==> src/uesev_map.vh <==
// register map and field layout of the uncorrectable error severity block
// included by the severity register bank; definitions only
`ifndef UESEV_MAP_VH
`define UESEV_MAP_VH

// byte address of the severity word
`define UESEV_OFFSET 12'h10C
// byte address of the control word holding the reporting controls
`define UESEV_CTRL_OFFSET 12'h200

// field positions
`define SEV_CPL_TIMEOUT_BIT 14
`define SEV_CPL_ABORT_BIT 15
`define SEV_UNEXP_CPL_BIT 16
`define SEV_RXOVR_BIT 17
`define SEV_MALF_BIT 18
`define SEV_ECRC_BIT 19
`define SEV_UNSUP_REQ_BIT 20
`define SEV_ACC_VIOL_BIT 21
`define SEV_INTERR_BIT 22
`define SEV_MCBLK_BIT 23

// programmable field range
`define SEV_LO 16
`define SEV_HI 23
`define SEV_W 8

// reset value of bits 23:16
`define SEV_RESET 8'h46

// control word bits
`define CTRL_IERR_EN_BIT 0
`define CTRL_MCER_DIS_BIT 1
`define CTRL_RESET 2'h0

`endif

==> src/sev_field.v <==
// one sticky severity bit with an optional read-only override
// runs on pclk; power-on reset is the only reset that loads it, to RESET_VAL
`default_nettype none
module sev_field #(
  parameter [0:0] RESET_VAL = 1'b0
) (
  // clock and power-on reset
  input wire pclk,
  input wire por_n,
  // write path
  input wire wr_en,
  input wire wr_bit,
  // forced read-only
  input wire force_en,
  input wire force_val,
  // value seen by software and the reporting path
  output wire value
);
  reg bit_r;

  always @(posedge pclk or negedge por_n) begin
    if (!por_n) begin
      bit_r <= RESET_VAL;
    end else if (wr_en && !force_en) begin
      bit_r <= wr_bit;
    end
  end

  assign value = force_en ? force_val : bit_r;
endmodule // sev_field
`default_nettype wire

==> src/uncorrectable_error_severity_upper.v <==
// upper half of the uncorrectable error severity register, APB slave
// assumes single pclk domain; presetn resets bus state and report outputs, por_n
// resets sticky fields; control inputs are synchronous to pclk
//
// Contract
// - field one reports fatal, zero non-fatal
// - bits 17, 18, 22 sticky RW, reset one
// - bits 16,19,20,21,23 sticky RW, reset zero
// - bit 14 reads zero always
// - bit 15 reads zero always
// - internal enable low forces bit 22 one
// - multicast disable low forces bit 23 zero
// - severity word at offset 0x10C
//
// Local design decisions: register access over APB and the register addresses.
`include "uesev_map.vh"
`default_nettype none
module uncorrectable_error_severity_upper (
  // apb
  input wire pclk,
  input wire presetn,
  input wire psel,
  input wire penable,
  input wire pwrite,
  input wire [11:0] paddr,
  input wire [31:0] pwdata,
  input wire [3:0] pstrb,
  output reg [31:0] prdata,
  output reg pready,
  output reg pslverr,
  // power-on reset for sticky fields
  input wire por_n,
  // error events, one bit per field 23:16
  input wire [7:0] err_event,
  // severity outcome per event, registered
  output reg [7:0] fatal_report,
  output reg [7:0] nonfatal_report,
  // current severity word for the reporting path
  output reg [7:0] severity
);
  // access phase helpers
  wire access;
  wire commit;
  wire hit_sev;
  wire hit_ctrl;
  wire wr_sev;
  wire wr_ctrl;
  wire [7:0] sev_val;
  wire [7:0] force_en;
  wire [7:0] force_val;
  wire ierr_en;
  wire mcer_dis;
  reg [1:0] ctrl_r;
  reg [31:0] rdata_nxt;

  // byte-enable function: lane for a given bit
  function lane_on;
    input [3:0] strb;
    input integer bitpos;
    begin
      lane_on = strb[bitpos / 8];
    end
  endfunction

  assign access = psel && penable && !pready;
  // writes land only at the edge that completes the transfer
  assign commit = psel && penable && pready;
  assign hit_sev = (paddr == `UESEV_OFFSET);
  assign hit_ctrl = (paddr == `UESEV_CTRL_OFFSET);
  assign wr_sev = commit && pwrite && hit_sev;
  assign wr_ctrl = commit && pwrite && hit_ctrl;

  assign ierr_en = ctrl_r[`CTRL_IERR_EN_BIT];
  assign mcer_dis = ctrl_r[`CTRL_MCER_DIS_BIT];

  // forced read-only overrides, index 6 is bit 22, index 7 is bit 23
  assign force_en = {!mcer_dis, !ierr_en, 6'h00};
  assign force_val = {1'b0, 1'b1, 6'h00};

  // sticky programmable fields, reset from SEV_RESET
  genvar g;
  generate
    for (g = 0; g < `SEV_W; g = g + 1) begin : gen_sev
      localparam [7:0] RV = `SEV_RESET;
      sev_field #(
        .RESET_VAL(RV[g])
      ) u_field (
        .pclk(pclk),
        .por_n(por_n),
        .wr_en(wr_sev && lane_on(pstrb, `SEV_LO + g)),
        .wr_bit(pwdata[`SEV_LO + g]),
        .force_en(force_en[g]),
        .force_val(force_val[g]),
        .value(sev_val[g])
      );
    end
  endgenerate

  // control word, sticky as well
  always @(posedge pclk or negedge por_n) begin
    if (!por_n) begin
      ctrl_r <= `CTRL_RESET;
    end else if (wr_ctrl && pstrb[0]) begin
      ctrl_r <= pwdata[1:0];
    end
  end

  // read mux; bits 14, 15 and 31:24 read zero
  always @* begin
    rdata_nxt = 32'h0000_0000;
    if (hit_sev) begin
      rdata_nxt[`SEV_HI:`SEV_LO] = sev_val;
    end else if (hit_ctrl) begin
      rdata_nxt[1:0] = ctrl_r;
    end
  end

  // one wait state: ready the cycle after setup+access
  always @(posedge pclk or negedge presetn) begin
    if (!presetn) begin
      pready <= 1'b0;
      pslverr <= 1'b0;
      prdata <= 32'h0000_0000;
    end else if (access) begin
      pready <= 1'b1;
      pslverr <= !(hit_sev || hit_ctrl);
      prdata <= pwrite ? 32'h0000_0000 : rdata_nxt;
    end else begin
      pready <= 1'b0;
      pslverr <= 1'b0;
      prdata <= 32'h0000_0000;
    end
  end

  // severity classification of each incoming error event
  always @(posedge pclk or negedge presetn) begin
    if (!presetn) begin
      fatal_report <= 8'h00;
      nonfatal_report <= 8'h00;
      severity <= 8'h00;
    end else begin
      fatal_report <= err_event & sev_val;
      nonfatal_report <= err_event & ~sev_val;
      severity <= sev_val;
    end
  end
endmodule // uncorrectable_error_severity_upper
`default_nettype wire

==> config.mk <==
export PLATFORM = sky130hd
export DESIGN_NAME = uncorrectable_error_severity_upper
export DESIGN_NICKNAME = d
export VERILOG_FILES = /design/src/sev_field.v /design/src/uncorrectable_error_severity_upper.v
export VERILOG_INCLUDE_DIRS = /design/src
export SDC_FILE = /design/constraint.sdc
export NUM_CORES = 1
export LEC_CHECK = 0
export BUFFER_PORTS_ARGS = -buffer_cell sky130_fd_sc_hd__buf_2
export CORE_ASPECT_RATIO = 1.25
export CORE_UTILIZATION = 37
export DETAILED_ROUTE_END_ITERATION = 12
export GPL_TIMING_DRIVEN = 0
export HOLD_SLACK_MARGIN = 0.08
export PLACE_DENSITY = 0.85
export SETUP_SLACK_MARGIN = 0.3
export SYNTH_ARGS = -nofsm -noshare
export SYNTH_HDL_FRONTEND = slang
export SYNTH_SLANG_ARGS = --single-unit
==> constraint.sdc <==
create_clock -name pclk -period 1.46 [get_ports pclk]
set_clock_uncertainty 0.1 [all_clocks]
set_input_delay 0.146 -clock pclk [delete_from_list [all_inputs] [get_ports pclk]]
set_output_delay 0.146 -clock pclk [all_outputs]
set_load 0.02 [all_outputs]
==> metrics.cfg, run 1 <==
[worst_hold_path]
hp-class = input pin to flip-flop

[sta]
fin_crit_sh_pct = 105
rsz0062_at_grt = true
hold_ws_ns = 0.0621
hold_viol = 0
worst_slack_ns = -0.0784
setup_tns_ns = -0.434
min_period_ns = 1.54
fmax_ghz = 0.650
setup_violations = 10
finalMaxSlewViolations = 0

[floorplanning]
initial_utilization_pct = 39.3
row_count = 27
die_h_um = 79.2
io_pins = 120
core_sq_mm = 0.00449
fp.dieW_um = 63.8
die_area_sq_mm = 0.00505

[grt]
met2_usage_pct = 25.5
gr-usage-met3_pct = 5.17
grt_util_met1_pct = 15.0
grt_remaining_overflow = 0
grt_usage_pct = 14.4
grt_pass1_vias = 1237
grt_max_degree = 37
antenna_found_initial = 0
grt_busiest_layer = met2
grt_pass1_wl_mm = 5.47

[synth]
postSynthAreaPerCell_sq_um = 13.4
synth_top_cell_by_area = dfrtp_1
postSynthCellCount = 132
synth_most_common_cell = dfrtp_1
synth-seq-cells = 46
dominantRegCellSynth = dfrtp_1
synth_warnings = 0
synth_area_leaders = dfrtp_1 (61%), buf_4 (9.4%), and2_1 (6.4%), mux2_2 (6.4%), dfstp_2 (4.5%)
mappedNetlistArea_sq_mm = 0.00177
synth_commonest_cells = dfrtp_1 (43), buf_4 (22), and2_1 (18), mux2_2 (10), nor2b_1 (7)
synth_cell_types = 25
synth_seq_area_share_pct = 65.4
synth-edff-count = 0
synth-async-reset-ratio_pct = 100
synth_top_area_share_pct = 60.9

[status]
status = finished, violations left
violations = setup timing

[place]
portBuffers = 73
dp.cells = 284
gp_congestion = 0.711
dp_hpwl_mm = 2.41
place_ws_ns = -0.478
place_area_sq_mm = 0.00234

[critical_path]
critPathMaxFanout = 2
worstPathArrival_ns = 1.62
worstSetupPathType = input pin to flip-flop
cp-start-kind = input pin
critPathRequiredTime_ns = 1.54
end_kind = flip-flop

[pwr]
p_leak_uw = 0.00151
vdd_ir_drop_max_uv = 428
power_density_mw_per_mm2 = 914

[clocking]
htree_num_levels = 2
clkLatencyLatePin_ns = 0.29
cts.sinks = 46
cts_max_path_buffers = 2
clk_pin_slew_ns = 0.08
numCtsBuffers = 5
root_buffer = clkbuf_8
tritoncts = done
postCtsHoldBufs = 22

[route]
vias_per_cell = 4.06
final_antenna_net_count = 0
drtIter0Drc = 54
wirelength_mm = 3.34
dr.pass1.iters = 2
avgRoutedWirePerCell_um = 10.6
dr_total_vias = 1282
drc = 0

[finish]
nets = 319
fin_area_sq_mm = 0.00274
fillers = 336
drive_above_1_share_pct = 50.8
syn_to_final_growth_pct = 55.1
finalNonFillerCells = 316
antenna-diode-count = 0

[flow_run]
max-cap-violations = 0

[flip-flops by register name, indices dropped and copies added (netlist names)]
signal                 flops
ctrl_r                     2
gen_sev.u_field.bit_r      8
nonfatal_report            8
pslverr                    1
pready                     1
prdata                    10
fatal_report               8
severity                   8
[power by group]
part,internal [uW],switching (uW)
Sequential,1290,3.47
Clock,513,416
Combinational,139,145
Total,1940,565
[through the flow]
stage / utilization [%] / power [uW]
3_3_place_gp: 52.2 / 1540
2_1_floorplan: - / 1450
6_report: 61.0 / 2500
3_5_place_dp: 52.2 / 1550
4_1_cts: 60.4 / 2530
5_1_grt: 61.0 / 2630
[worst max-delay path, stage by stage]
cell and delay (ns):
buf_6 0.09, or4_4 0.54, or3_4 0.42, nor2_4 0.12, mux2_4 0.30
[kinds of logic after synthesis]
family	count (synthesis)	share of synthesized area, %
and+or+nand+nor	47	17.2
DFF	46	65.4
buffers and inverters	27	10.5
muxes	10	6.38
AOI/OAI and AO/OA	1	0.355
other	1	0.212
[layout by cell type, fill, tap and decap left out, types with 3 or more instances in the layout]
cell type and instances:
buf_2 70, conb_1 22, mux2_4 8, buf_4 23
buf_6 3, and2_1 16, dfrtp_1 43, clkbuf_8 5
inv_1 4, nor2b_1 7, dfstp_2 3, dlygate4sd3_1 22
[layout make-up]
class | instances | area, sq um | area share [%]
multi-input cells | 80 | 584 | 21.3
repair buffers | 97 | 619 | 22.6
flip-flops and latches | 46 | 1150 | 42.2
well taps | 58 | 72.6 | 2.65
inverters | 4 | 15.0 | 0.548
clock buffers | 5 | 68.8 | 2.51
clock inverters | 3 | 43.8 | 1.60
plain buffers | 23 | 180 | 6.58
[timing repair]
item | 4_1_cts | 5_1_grt
pin swaps | 5 | 3
resized for setup | 6 | 6
setup buffers | 2 | 0
gates cloned | 0 | 0
hold endpoints to repair | 75 | 3
endpoints found under the setup margin | 20 | 57
[worst paths after layout]
| path | startpoint | end | slack, ns | cells after the start |
|---|---|---|---|---|
| min | paddr[1] | pslverr$_DFF_PN0_ | 0.06 | 3 |
| max in group asynchronous | presetn | fatal_report[3]$_DFF_PN0_ | 0.65 | 2 |
| max | paddr[1] | ctrl_r[0]$_DFFE_PN0P_ | -0.08 | 5 |
| min in group asynchronous | por_n | ctrl_r[1]$_DFFE_PN0P_ | 0.15 | 2 |
| max reg2reg | pready$_DFF_PN0_ | gen_sev[4].u_field.bit_r$_DFFE_PN0N_ | -0.05 | 5 |
| min reg2reg | gen_sev[1].u_field.bit_r$_DFFE_PN1N_ | severity[1]$_DFF_PN0_ | 0.33 | 0 |
[routing by layer]
layer | routed length (um) | part of all wire, % | vias up
met4 | 69 | 2.1 | 0
met3 | 292 | 8.7 | 7
met2 | 1760 | 53 | 64
met1 | 1220 | 36 | 579
met5 | 0 | 0 | -
li1 | - | - | 632
Power figures use the tool's default switching activity.
==> inputs of run 2 (changes only) <==
--- a/config.mk
+++ b/config.mk
@@ -9,4 +9,5 @@
 export BUFFER_PORTS_ARGS = -buffer_cell sky130_fd_sc_hd__buf_2
 export CORE_ASPECT_RATIO = 1.25
+export CORE_MARGIN = 5
 export CORE_UTILIZATION = 37
 export DETAILED_ROUTE_END_ITERATION = 12
--- a/constraint.sdc
+++ b/constraint.sdc
@@ -3,3 +3,3 @@
 set_input_delay 0.146 -clock pclk [delete_from_list [all_inputs] [get_ports pclk]]
 set_output_delay 0.146 -clock pclk [all_outputs]
-set_load 0.02 [all_outputs]
+set_load 0.005 [all_outputs]
==> metrics.cfg, run 2 (synthesis gave the netlist of run 1 again) <==
[status]
status = finished, violations left
violations = setup timing

[worst_hold_path]
worstHoldStart = paddr[6]
hp-class = input pin to flip-flop
hold_depth = 3  ; unchanged
min_to = pslverr$_DFF_PN0_

[grt]
grt_pass1_wl_mm = 6.04  ; +10%
antenna_found_initial = 0  ; unchanged
grt_usage_pct = 12.9  ; -1.5 points
grt_max_degree = 37  ; unchanged
grt_pass1_vias = 1330  ; +7.5%
grt_remaining_overflow = 0  ; unchanged

[route]
dr.pass1.iters = 4  ; +2
wirelength_mm = 3.92  ; +17%
final_antenna_net_count = 0  ; unchanged
vias_per_cell = 4.08  ; +0.59%
dr_total_vias = 1310  ; +2.2%
drc = 0  ; unchanged
avgRoutedWirePerCell_um = 12.2  ; +15%
drtIter0Drc = 23  ; -57%

[sta]
finalMaxSlewViolations = 0  ; unchanged
hold_viol = 0  ; unchanged
fmax_ghz = 0.639  ; -1.6%
fin_crit_sh_pct = 107  ; +1.8 points
min_period_ns = 1.56  ; +0.0257 ns
rsz0062_at_grt = true
setup_violations = 10  ; unchanged
worst_slack_ns = -0.104  ; -0.0257 ns

[flow_run]
max-cap-violations = 0  ; unchanged

[critical_path]
r2r_start = pready$_DFF_PN0_
worstPathArrival_ns = 1.64  ; +0.02 ns
timing.rr.end = gen_sev[0].u_field.bit_r$_DFFE_PN0N_
crit_chain = and4_1 -> and2_4 -> and2_4 -> buf_8 -> mux2_4
path_delay_family = simple AND/OR/NAND/NOR gates
setup.worst_path.start = pready$_DFF_PN0_
path_depth = 5  ; unchanged
crit_slowest_cell = dfrtp_1
reg2reg_setup_slack_ns = -0.10  ; -0.05 ns
r2r_cells = 5  ; unchanged
critPathMaxFanout = 6  ; +4
worst-path-buf-inv = 1  ; unchanged
cpMostUsedCell = and2_4
slowest_delay_ns = 0.39  ; -0.15 ns
critPathRequiredTime_ns = 1.54  ; about the same
worstSetupPathType = flip-flop to flip-flop
cp-start-kind = flip-flop
end_kind = flip-flop

[place]
place_ws_ns = -0.483  ; -0.00535 ns
dp_hpwl_mm = 2.88  ; +20%
gp_congestion = 0.678  ; -4.5%
place_area_sq_mm = 0.00235  ; +0.11%
portBuffers = 73  ; unchanged

[finish]
nets = 322  ; +0.94%
layout_commonest_cell = buf_2
syn_to_final_growth_pct = 57.2
fin_area_sq_mm = 0.00278  ; +1.3%
fillers = 392  ; +17%
antenna-diode-count = 0  ; unchanged
layout_common_cells = buf_2 (69), dfrtp_1 (43), buf_4 (27), conb_1 (22), dlygate4sd3_1 (21)
regMostFlops = prdata
largest_reg_flops = 10  ; unchanged
drive_above_1_share_pct = 52.5  ; +1.7 points

[clocking]
root_buffer = clkbuf_8
tritoncts = done
postCtsHoldBufs = 21  ; -4.5%
htree_num_levels = 2  ; unchanged
clk_pin_slew_ns = 0.08  ; about the same
clkLatencyLatePin_ns = 0.29  ; about the same
numCtsBuffers = 5  ; unchanged
cts_max_path_buffers = 2  ; unchanged
cts.sinks = 46  ; unchanged

[floorplanning]
fp.dieW_um = 71.8  ; +13%
core_sq_mm = 0.00469  ; +4.5%
io_pins = 120  ; unchanged
die_area_sq_mm = 0.00626  ; +24%
initial_utilization_pct = 37.6  ; -1.7 points
die_h_um = 87.2  ; +10%
row_count = 28  ; +3.7%

[pwr]
power.total_uw = 2440  ; -2.5%
power_density_mw_per_mm2 = 879  ; -3.8%
vdd_ir_drop_max_uv = 342  ; -20%
p_leak_uw = 0.00153  ; +1.3%

run 2: cell count changes in the layout (fill, tap and decap cells not counted), sizes merged:
cell	change
clkinv	-1
inv	-1
buf	+4
dlygate4sd3	-1
clkinvlp	+1
clkbuf	+1
run 2: worst reg2reg max path, stage by stage, from the launching register on:
cell and delay [ns]:
dfrtp_1 0.39, and4_1 0.21, and2_4 0.17, and2_4 0.16
buf_8 0.14, mux2_4 0.30
run 2: worst max-delay path by stage:
stage                                            to
3_3_place_gp   gen_sev[0].u_field.bit_r$_DFFE_PN0N_
2_1_floorplan                 ctrl_r[0]$_DFFE_PN0P_
4_1_cts                       ctrl_r[1]$_DFFE_PN0P_
6_report       gen_sev[0].u_field.bit_r$_DFFE_PN0N_
5_1_grt        gen_sev[5].u_field.bit_r$_DFFE_PN0N_
3_5_place_dp   gen_sev[0].u_field.bit_r$_DFFE_PN0N_
run 2: metrics by stage:
stage / instances / hold slack (ns) / utilization [%] / TNS [ns]
2_1_floorplan: 153 / -0.250 / - / -2.22
3_3_place_gp: 286 / -0.0693 / 50.0 / -6.72
3_5_place_dp: 286 / -0.0673 / 50.0 / -7.21
4_1_cts: 319 / 0.0382 / 58.1 / -0.659
5_1_grt: 321 / 0.0425 / 59.1 / -1.64
6_report: 321 / 0.0395 / 59.1 / -0.858
run 2: layout make-up:
| type | instances | area [sq um] | area share (%) |
|---|---|---|---|
| buffer | 23 | 180 | 6.49 |
| clock buffer | 6 | 72.6 | 2.61 |
| clock inverter | 2 | 37.5 | 1.35 |
| inverter | 4 | 15.0 | 0.541 |
| multi-input combinational | 80 | 594 | 21.4 |
| sequential | 46 | 1150 | 41.6 |
| tap | 60 | 75.1 | 2.71 |
| timing repair buffer | 100 | 646 | 23.3 |
run 2: layer usage:
| layer | global-route usage (%) | vias to the layer above | wire [um] | part of all wire (%) |
|---|---|---|---|---|
| met5 | 0 | - | 0 | 0 |
| met4 | 6.67 | 0 | 51 | 1.3 |
| met3 | 3.93 | 6 | 342 | 8.7 |
| met2 | 23.4 | 63 | 2120 | 54 |
| met1 | 13.1 | 603 | 1410 | 36 |
| li1 | - | 638 | - | - |
run 2: timing repair:
action,4_1_cts,5_1_grt
setup endpoints to repair,20,56
resized for setup,9,8
buffers inserted,4,2
hold endpoints to repair,73,3
pin swaps,8,6
run 2: report_power, final:
part	switching, uW	internal, uW	total (uW)
registers	3.33	1290	1290
clock network	407	510	917
logic	92.6	141	233
